$ cat src/pmc_pkg.sv
// Constants for the power-management capability register block.
package pmc_pkg;
    localparam int PMC_ADDR_W = 8;
    localparam int PMC_DATA_W = 32;
    localparam int PMC_BE_W = 4;
    localparam int PMC_HALF_W = 16;
    // Configuration offsets of the three registers.
    localparam logic [7:0] PMC_OFS_CAP_HDR = 8'h44;
    localparam logic [7:0] PMC_OFS_CAPS = 8'h46;
    localparam logic [7:0] PMC_OFS_CSR = 8'h48;
    // Dword index of the header and control/status offsets, taken from address bits 7 to 2.
    localparam logic [5:0] PMC_DW_CAP = PMC_OFS_CAP_HDR[7:2];
    localparam logic [5:0] PMC_DW_CSR = PMC_OFS_CSR[7:2];
    // Capability header fields.
    localparam logic [7:0] PMC_CAP_CODE = 8'h01;
    localparam logic [7:0] PMC_NEXT_PTR = 8'h00;
    localparam logic [15:0] PMC_CAP_HDR_RESET = 16'h0001;
    // Capabilities word fields.
    localparam logic [3:0] PMC_WAKE_STATE_MASK = 4'hf;
    localparam logic PMC_STATE_TWO_ALLOWED = 1'b1;
    localparam logic PMC_STATE_ONE_ALLOWED = 1'b1;
    localparam logic [2:0] PMC_AUX_SELF = 3'h0;
    localparam logic [2:0] PMC_AUX_55MA = 3'h1;
    localparam logic PMC_DEV_INIT = 1'b0;
    localparam logic PMC_CAPS_RSVD = 1'b0;
    localparam logic PMC_WAKE_NEEDS_CLOCK = 1'b0;
    localparam logic [2:0] PMC_POWER_SPEC_VERSION = 3'h2;
    localparam logic [15:0] PMC_CAPS_RESET = 16'h7e02;
    // Control/status word fields.
    localparam int PMC_CSR_STAT_BIT = 15;
    localparam int PMC_CSR_EN_BIT = 8;
    localparam int PMC_CSR_PS_LSB = 0;
    localparam int PMC_CSR_PS_MSB = 1;
    localparam logic [1:0] PMC_DATA_SCALE = 2'h0;
    localparam logic [3:0] PMC_DATA_SELECT = 4'h0;
    localparam logic [5:0] PMC_CSR_RSVD = 6'h00;
    localparam logic [15:0] PMC_CSR_RESET = 16'h0000;
    // Byte lanes that carry the writable control/status bits.
    localparam int PMC_BE_CSR_LO = 0;
    localparam int PMC_BE_CSR_HI = 1;
    // Power state encodings.
    typedef enum logic [1:0] {
        PMC_D0 = 2'h0,
        PMC_D1 = 2'h1,
        PMC_D2 = 2'h2,
        PMC_D3HOT = 2'h3
    } pmc_state_e;
endpackage : pmc_pkg

$ cat src/pmc_regs.sv
// Power-management capability registers behind the configuration access port.
// How it works
// Capability header low byte always reads 01h.
// Capability header high byte, the next pointer, always reads zero.
// Wake-support field, bits 14 to 11, reads all ones.
// State_two_allowed bit reads one; D2 state writes are accepted.
// State_one_allowed bit reads one; D1 state writes are accepted.
// Auxiliary current reads 000b without cold wake support, 001b with it.
// Device-specific-initialization bit reads zero.
// Capabilities bit 4 reads zero.
// Wake-clock bit reads zero.
// Version field reads 010b.
// Control/status word keeps its contents across the D3hot-to-D0 function reset.
// Wake-event status resets to zero and is set by events, cleared by software.
// Data-scale and data-select fields read zero.
// Wake-enable bit is host writable; wake is signalled only while set.
// Control/status bits 7 to 2 read zero.
// Host writes power state; reads report current state, D0 to D3hot.
// Status, enable and power state are reset only by the global reset.
// Cold wake-support bit follows the general control bit.
// Wake output is active while both status and enable are set.
// Writing one clears wake status; writing zero leaves it.
`timescale 1ns/10ps
module pmc_regs (
    // Clock and global reset.
    input wire logic core_clk_i,
    input wire logic srst_i,
    // Configuration access port.
    input wire logic cfg_rd_i,
    input wire logic cfg_wr_i,
    input wire logic [pmc_pkg::PMC_ADDR_W-1:0] cfg_addr_i,
    input wire logic [pmc_pkg::PMC_BE_W-1:0] cfg_be_i,
    input wire logic [pmc_pkg::PMC_DATA_W-1:0] cfg_wdata_i,
    output logic [pmc_pkg::PMC_DATA_W-1:0] cfg_rdata_o,
    output logic cfg_ack_o,
    // Function side.
    input wire logic cold_wake_support_ctl_i,
    input wire logic wake_event_i,
    output logic wake_o,
    output logic [1:0] power_state_o
);
    import pmc_pkg::*;

    logic wake_event_status;
    logic wake_event_enable;
    pmc_state_e power_state_field;
    logic next_wake_event_status;
    logic next_wake_event_enable;
    pmc_state_e next_power_state_field;
    logic next_wake;
    logic next_ack;
    logic [PMC_DATA_W-1:0] next_rdata;
    logic [PMC_HALF_W-1:0] cap_hdr_word;
    logic [PMC_HALF_W-1:0] caps_word;
    logic [PMC_HALF_W-1:0] csr_word;
    logic [2:0] aux_current;
    logic wake_from_cold_support;
    logic hit_cap;
    logic hit_csr;

    // Read values of the three registers.
    always_comb begin
        wake_from_cold_support = cold_wake_support_ctl_i;
        aux_current = wake_from_cold_support ? PMC_AUX_55MA : PMC_AUX_SELF;
        cap_hdr_word = {PMC_NEXT_PTR, PMC_CAP_CODE};
        caps_word = {wake_from_cold_support,
                     PMC_WAKE_STATE_MASK,
                     PMC_STATE_TWO_ALLOWED,
                     PMC_STATE_ONE_ALLOWED,
                     aux_current,
                     PMC_DEV_INIT,
                     PMC_CAPS_RSVD,
                     PMC_WAKE_NEEDS_CLOCK,
                     PMC_POWER_SPEC_VERSION};
        csr_word = {wake_event_status,
                    PMC_DATA_SCALE, PMC_DATA_SELECT,
                    wake_event_enable,
                    PMC_CSR_RSVD,
                    power_state_field};
        hit_cap = (cfg_addr_i[7:2] == PMC_DW_CAP);
        hit_csr = (cfg_addr_i[7:2] == PMC_DW_CSR);
    end

    // Next values of control/status state and of the access answer.
    always_comb begin
        next_wake_event_status = wake_event_status;
        next_wake_event_enable = wake_event_enable;
        next_power_state_field = power_state_field;
        next_ack = cfg_rd_i | cfg_wr_i;
        next_rdata = '0;
        if (cfg_wr_i && hit_csr) begin
            if (cfg_be_i[PMC_BE_CSR_LO]) begin
                // Every encoding, D1 and D2 included, is accepted.
                next_power_state_field =
                    pmc_state_e'(cfg_wdata_i[PMC_CSR_PS_MSB:PMC_CSR_PS_LSB]);
            end
            if (cfg_be_i[PMC_BE_CSR_HI]) begin
                next_wake_event_enable = cfg_wdata_i[PMC_CSR_EN_BIT];
                if (cfg_wdata_i[PMC_CSR_STAT_BIT]) begin
                    next_wake_event_status = 1'b0;
                end
            end
        end
        // A wake event in the same cycle as a clear keeps the flag set.
        if (wake_event_i) begin
            next_wake_event_status = 1'b1;
        end
        next_wake = next_wake_event_status & next_wake_event_enable;
        if (cfg_rd_i) begin
            if (hit_cap) begin
                next_rdata = {caps_word, cap_hdr_word};
            end else if (hit_csr) begin
                // The bridge extension and data bytes above read as zero.
                next_rdata = {{PMC_HALF_W{1'b0}}, csr_word};
            end else begin
                next_rdata = '0;
            end
        end
    end

    // Only the global reset resets this state; no function reset reaches it.
    always_ff @(posedge core_clk_i) begin
        if (srst_i) begin
            wake_event_status <= PMC_CSR_RESET[PMC_CSR_STAT_BIT];
            wake_event_enable <= PMC_CSR_RESET[PMC_CSR_EN_BIT];
            power_state_field <= PMC_D0;
            wake_o <= 1'b0;
            cfg_ack_o <= 1'b0;
            cfg_rdata_o <= '0;
        end else begin
            wake_event_status <= next_wake_event_status;
            wake_event_enable <= next_wake_event_enable;
            power_state_field <= next_power_state_field;
            wake_o <= next_wake;
            cfg_ack_o <= next_ack;
            cfg_rdata_o <= next_rdata;
        end
    end

    assign power_state_o = power_state_field;
endmodule : pmc_regs

$ cat config.mk
export PLATFORM = sky130hd
export DESIGN_NAME = pmc_regs
export DESIGN_NICKNAME = d
export VERILOG_FILES = /design/src/pmc_pkg.sv /design/src/pmc_regs.sv
export SDC_FILE = /design/constraint.sdc
export NUM_CORES = 1
export LEC_CHECK = 0
export BUFFER_PORTS_ARGS = -buffer_cell sky130_fd_sc_hd__buf_4
export CAP_MARGIN = 20
export CELL_PAD_IN_SITES_DETAIL_PLACEMENT = 1
export CELL_PAD_IN_SITES_GLOBAL_PLACEMENT = 1
export CORE_MARGIN = 5
export CORE_UTILIZATION = 21
export CTS_CLUSTER_DIAMETER = 60
export DETAILED_ROUTE_END_ITERATION = 10
export PLACE_DENSITY = 0.87
export RECOVER_POWER = 50
export SLEW_MARGIN = 20
export SYNTH_ARGS = -nofsm -noshare
export SYNTH_HDL_FRONTEND = slang
export SYNTH_SLANG_ARGS = --single-unit
$ cat constraint.sdc
create_clock -name core_clk_i -period 4.2 [get_ports core_clk_i]
set_input_delay 0.84 -clock core_clk_i [delete_from_list [all_inputs] [get_ports core_clk_i]]
set_output_delay 0.84 -clock core_clk_i [all_outputs]
set_load 0.01 [all_outputs]
# Word level (Yosys, flattened, before mapping)
# Cells that the tools add are included.
word_totals:
  out_inout_bits: 36
  register_bits: 38
  inputBits: 50
  elab_cells: 28
op_classes:
  mux: 9
  reduce_logical: 5
  n_bitwise: 4
  n_eq_ne: 2
op_table:
  columns: ["operator", "n"]
  rows:
  - ["$mux 32", 1]
  - ["$mux 16", 1]
  - ["$eq 6x5->1 const B", 2]
  - ["$mux 1", 7]
  - ["$reduce_or 4->1", 1]
  - ["$reduce_or 3->1", 1]
  - ["$not 1->1", 2]
  - ["$reduce_and 2->1", 1]
  - ["$reduce_or 2->1", 1]
  - ["$and 1x1->1", 1]
  - ["$logic_and 1x1->1", 1]
  - ["$or 1x1->1", 1]

# Longest topological paths before layout
depth:
  word_depth: 5
  mapped_depth: 4
  depth_no_buf: 3

# Worst setup path after synthesis
# No wires, ideal clock.
synth_timing:
  path_kind: "input to register"
  from: "in cfg_addr_i[7] (netlist bit)"
  to: "reg wake_o"
  cell_stages: 4
  path_buffers: 1
  t_arrival_ns: 1.886
  required_ns: 4.066
  slack_ns: 2.179
  setup_ns: 0.134
  path_cell_list: "or4b_4 -> buf_6 -> o32ai_1 -> a211oi_1"
synth_via:
  elab_chain_len: 5
  word_cells_on_any_way: 6
  cone_classes: "eq/ne: 1; mux: 3; bitwise: 1; reduce/logical: 1"
synth_lines:
  columns: ["item", "line", "rtl"]
  rows:
  - ["from (decl)", "pmc_regs.sv:31", "input wire logic [pmc_pkg::PMC_ADDR_W-1:0] cfg_addr_i,"]
  - ["$eq 6x5->1 (*)", "pmc_regs.sv:81", "hit_csr = (cfg_addr_i[7:2] == PMC_DW_CSR);"]
  - ["$logic_and 1x1->1 (*)", "pmc_regs.sv:91", "if (cfg_wr_i && hit_csr) begin"]
  - ["$mux 1", "pmc_regs.sv:91", null]
  - ["$mux 1", "pmc_regs.sv:105", "if (wake_event_i) begin"]
  - ["$and 1x1->1 (*)", "pmc_regs.sv:108", "next_wake = next_wake_event_status & next_wake_event_enable;"]
  - ["to (signal assigned)", "pmc_regs.sv:134", "wake_o <= next_wake;"]
  - ["to (decl)", "pmc_regs.sv:39", "output logic wake_o,"]
# Every way passes the cells marked *; elsewhere a longest branch is shown, timed or not.
# A chain may end at the register's enable or synchronous reset.

# Final worst setup path
layout_timing:
  from: "in cfg_addr_i[7] (netlist bit)"
  to: "reg cfg_rdata_o[22] (netlist bit)"
layout_via:
  elab_chain_len: 2
layout_lines:
  columns: ["item", "line", "rtl"]
  rows:
  - ["$eq 6x5->1", "pmc_regs.sv:80", "hit_cap = (cfg_addr_i[7:2] == PMC_DW_CAP);"]
  - ["$mux 32", "pmc_regs.sv:110", "if (hit_cap) begin"]
  - ["to (signal assigned)", "pmc_regs.sv:136", "cfg_rdata_o <= next_rdata;"]
  - ["to (decl)", "pmc_regs.sv:34", "output logic [pmc_pkg::PMC_DATA_W-1:0] cfg_rdata_o,"]
# No other way between the ends.

==> results_tabular.tex <==
\begin{tabular}{lr}
\hline
Metric & Value \\
\hline
\multicolumn{2}{l}{\textbf{Detailed routing}} \\
\quad Count of TritonRoute iterations in the first routing pass & 2 \\
\quad Antenna viol nets, final & 0 \\
\quad Post-DR wirelength/cell & 11.8 um \\
\quad Sum of routed wire length over all layers & 1680 um \\
\quad Initial DRC Count & 10 \\
\quad Number of vias in the routed layout & 517 \\
\quad Drt via density & 3.64 \\
\quad Number of design rule violations left after detail routing & 0 \\
\multicolumn{2}{l}{\textbf{GRT}} \\
\quad Total Routing Usage GR & 7.33\% \\
\quad First-pass GRT wire length & 2440 um \\
\quad Vias in the first global route & 561 \\
\quad Maximum number of pins on one net before global-route repair & 8 \\
\quad Total congestion overflow & 0 \\
\quad Number of antenna violations at the first check in global routing & 0 \\
\multicolumn{2}{l}{\textbf{Run status}} \\
\quad Outcome & completed \\
\multicolumn{2}{l}{\textbf{Placement}} \\
\quad Post-detailed-placement half-perimeter wirelength & 1520 um \\
\quad Placement-stage worst setup slack & 2.02 ns \\
\quad I/O Buffers & 34 \\
\quad Weighted congestion at the end of routability-driven global placement & 0.646 \\
\multicolumn{2}{l}{\textbf{Power}} \\
\quad Power share of the clock group & 30.3\% \\
\quad Power Dens Cells & 261 nW/um\^{}2 \\
\quad Net Sw Power & 0.0494 mW \\
\quad Leak Pwr & 0.366 nW \\
\quad Power after layout & 0.211 mW \\
\quad Max VDD drop & 0.0000650 V \\
\quad Sequential group share of total power & 54.9\% \\
\quad Combinational power share & 14.8\% \\
\quad Switching fraction of total power & 23.4\% \\
\quad Cell internal pwr & 0.162 mW \\
\multicolumn{2}{l}{\textbf{Layout}} \\
\quad Share of final-layout standard cells stronger than drive strength 1 & 26.5\% \\
\quad Diode count & 0 \\
\quad Footprint of the multi-input gates & 272 um\^{}2 \\
\quad Register area & 240 um\^{}2 \\
\quad Fill cell count & 377 \\
\quad Final core utilization & 26.2\% \\
\quad Relative area change from synthesis to final layout & 19.2\% \\
\quad Final-stage net count & 150 \\
\multicolumn{2}{l}{\textbf{Synthesis}} \\
\quad Mapped Area & 677 um\^{}2 \\
\quad Synth cell types & 20 \\
\quad Synth Warn \# & 0 \\
\quad Synthesized netlist cell count & 70 \\
\quad Largest cells by area after synthesis & sky130\_fd\_sc\_hd\_\_dfxtp\_1, sky130\_fd\_sc\_hd\_\_buf\_4, sky130\_fd\_sc\_hd\_\_and2\_1 \\
\quad Yosys reg bits & 12 \\
\quad Yosys top cell by area & sky130\_fd\_sc\_hd\_\_dfxtp\_1 \\
\quad Sequential cell area fraction in the yosys report & 35.5\% \\
\quad Top cell type's share of synthesized area & 35.5\% \\
\quad Synth Area per Inst & 9.67 um\^{}2 \\
\multicolumn{2}{l}{\textbf{Floorplan}} \\
\quad Width of the die & 66.8 um \\
\quad Total die area & 4460 um\^{}2 \\
\quad Initial core utilization & 22.0\% \\
\quad Ports placed on the boundary & 86 \\
\quad Vertical extent of the die & 66.8 um \\
\quad CORE AREA & 3080 um\^{}2 \\
\quad Total number of placement rows & 20 \\
\multicolumn{2}{l}{\textbf{Timing}} \\
\quad RSZ-0062 raised after global routing & false \\
\quad Final critical-path required period & 2.07 ns \\
\quad Headroom to the max-slew limit & 60.1\% \\
\quad Worst Setup Slack, final & 2.13 ns \\
\quad Number of setup violations in the final report & 0 \\
\quad Crit share post-route & 49.2\% \\
\quad Number of hold violations in the final report & 0 \\
\quad Final hold slack & 0.472 ns \\
\quad Worst-case clock skew & 0.00266 ns \\
\quad Number of pins exceeding their max-slew limit in the final report & 0 \\
\quad Setup\_tns & 0 ns \\
\quad Fmax & 0.484 GHz \\
\quad Worst-margin pin slew & 0.590 ns \\
\multicolumn{2}{l}{\textbf{Clock network}} \\
\quad CTS sink count & 12 \\
\quad Worst-skew pair later-pin latency & 0.26 ns \\
\quad Post-CTS repair timing setup buffer count & 0 \\
\quad Cts bufs inserted & 3 \\
\quad Number of hold buffers added after cts & 0 \\
\quad CTS Root Cell & sky130\_fd\_sc\_hd\_\_clkbuf\_4 \\
\quad CTS tree & yes \\
\quad Maximum clock path buffer count & 2 \\
\quad PostCTS Resize Cnt & 0 \\
\quad Total number of H-tree levels & 1 \\
\quad CTS clk-pin slew, worst paths & 0.06 ns \\
\multicolumn{2}{l}{\textbf{Worst setup path}} \\
\quad Required time of the worst setup path & 4.40 ns \\
\quad Reg2Reg Depth & 2 \\
\quad Worst setup EP type & register \\
\quad Max FO, Critical Path & 6 \\
\quad Startpoint Class & input pin \\
\quad CP Data Arrival Time & 2.27 ns \\
\quad Start-to-end type of the worst setup path & in2reg \\
\multicolumn{2}{l}{\textbf{Worst hold path}} \\
\quad Worst hold stages & 1 \\
\quad Worst hold path type & reg2reg \\
\multicolumn{2}{l}{\textbf{Flow run}} \\
\quad Maxcap violations & 0 \\
\hline
\end{tabular}
[layout by cell type (no fill, tap or decap)]
cell type                   n
sky130_fd_sc_hd__buf_4     21
sky130_fd_sc_hd__conb_1    19
sky130_fd_sc_hd__clkbuf_1  13
sky130_fd_sc_hd__dfxtp_1   12
sky130_fd_sc_hd__and2_1     4
sky130_fd_sc_hd__nor2_1     3
sky130_fd_sc_hd__inv_1      3
sky130_fd_sc_hd__o31ai_1    3
sky130_fd_sc_hd__nand4_1    3
sky130_fd_sc_hd__a21oi_1    3
sky130_fd_sc_hd__clkbuf_4   3
sky130_fd_sc_hd__nand3b_1   2
sky130_fd_sc_hd__nor4b_1    2
sky130_fd_sc_hd__or4b_4     1
sky130_fd_sc_hd__and3b_1    1
sky130_fd_sc_hd__o32ai_1    1
sky130_fd_sc_hd__a211oi_1   1
sky130_fd_sc_hd__or2b_1     1
sky130_fd_sc_hd__nor4_4     1
sky130_fd_sc_hd__a21o_1     1
[through the flow]
stage	instance area, um^2	cells
3_3_place_gp	848	139
4_1_cts	871	142
2_1_floorplan	744	88
5_1_grt	807	142
6_report	807	142
3_5_place_dp	848	139
[Yosys cell counts, drive strengths merged]
| cell | number |
|---|---|
| a211oi | 1 |
| dfxtp | 12 |
| a21o | 1 |
| and3b | 1 |
| nor4b | 2 |
| nor4 | 1 |
| o31ai | 3 |
| or2b | 1 |
| conb | 1 |
| or4b | 1 |
| inv | 3 |
| a21oi | 3 |
| nand4 | 3 |
| nor2 | 3 |
| nand3b | 2 |
| o32ai | 1 |
| and2 | 4 |
| buf | 27 |
[flip-flops by register name, indices dropped and copies added, names as in the netlist]
register           cells
wake_o                 1
wake_event_status      1
cfg_ack_o              1
cfg_rdata_o            6
wake_event_enable      1
power_state_o          2
[cell families (layout without fill, tap and decap cells)]
family	after synthesis	in the layout	share of synthesized area [%]
buffers and inverters	30	40	32.2
and+or+nand+nor	18	18	22.7
DFF	12	12	35.5
AOI/OAI and AO/OA	9	9	9.06
other	1	19	0.554
[per-layer routing]
metal | share of wire, % | track usage, % | up-vias | wire (um)
met5 | 0 | 0 | - | 0
met4 | 0.77 | 3.81 | 0 | 13
met3 | 18 | 3.37 | 2 | 309
met2 | 52 | 14.5 | 36 | 867
met1 | 29 | 5.79 | 231 | 491
li1 | - | - | 248 | -
[power groups by stage]
stage                     Clock (mW)  Sequential, mW  Combinational [mW]
after detailed placement           0           0.119              0.0330
final                         0.0639           0.116              0.0312
after global placement             0           0.118              0.0319
after floorplan                    0           0.119              0.0283
after global routing          0.0714           0.116              0.0344
after CTS                     0.0681           0.116              0.0331
[cell type report]
type                    instances  share of cell area [%]
well taps                      44                    6.82
clock buffers                   3                    2.79
repair buffers                 34                    25.6
flip-flops and latches         12                    29.8
multi-input cells              46                    33.6
inverters                       3                    1.40
[final timing paths]
path              slack (ns)              end               from
setup / recovery        2.13  cfg_rdata_o[22]      cfg_addr_i[7]
hold / removal          0.47   cfg_rdata_o[8]  wake_event_enable
setup reg to reg        3.46           wake_o  wake_event_status
hold reg to reg         0.47   cfg_rdata_o[8]  wake_event_enable
[critical path: stages]
cell and delay [ns]:
sky130_fd_sc_hd__buf_4 0.11, sky130_fd_sc_hd__or4b_4 0.59, sky130_fd_sc_hd__nor4b_1 0.53, sky130_fd_sc_hd__and2_1 0.19
Power figures use the tool's default switching activity.
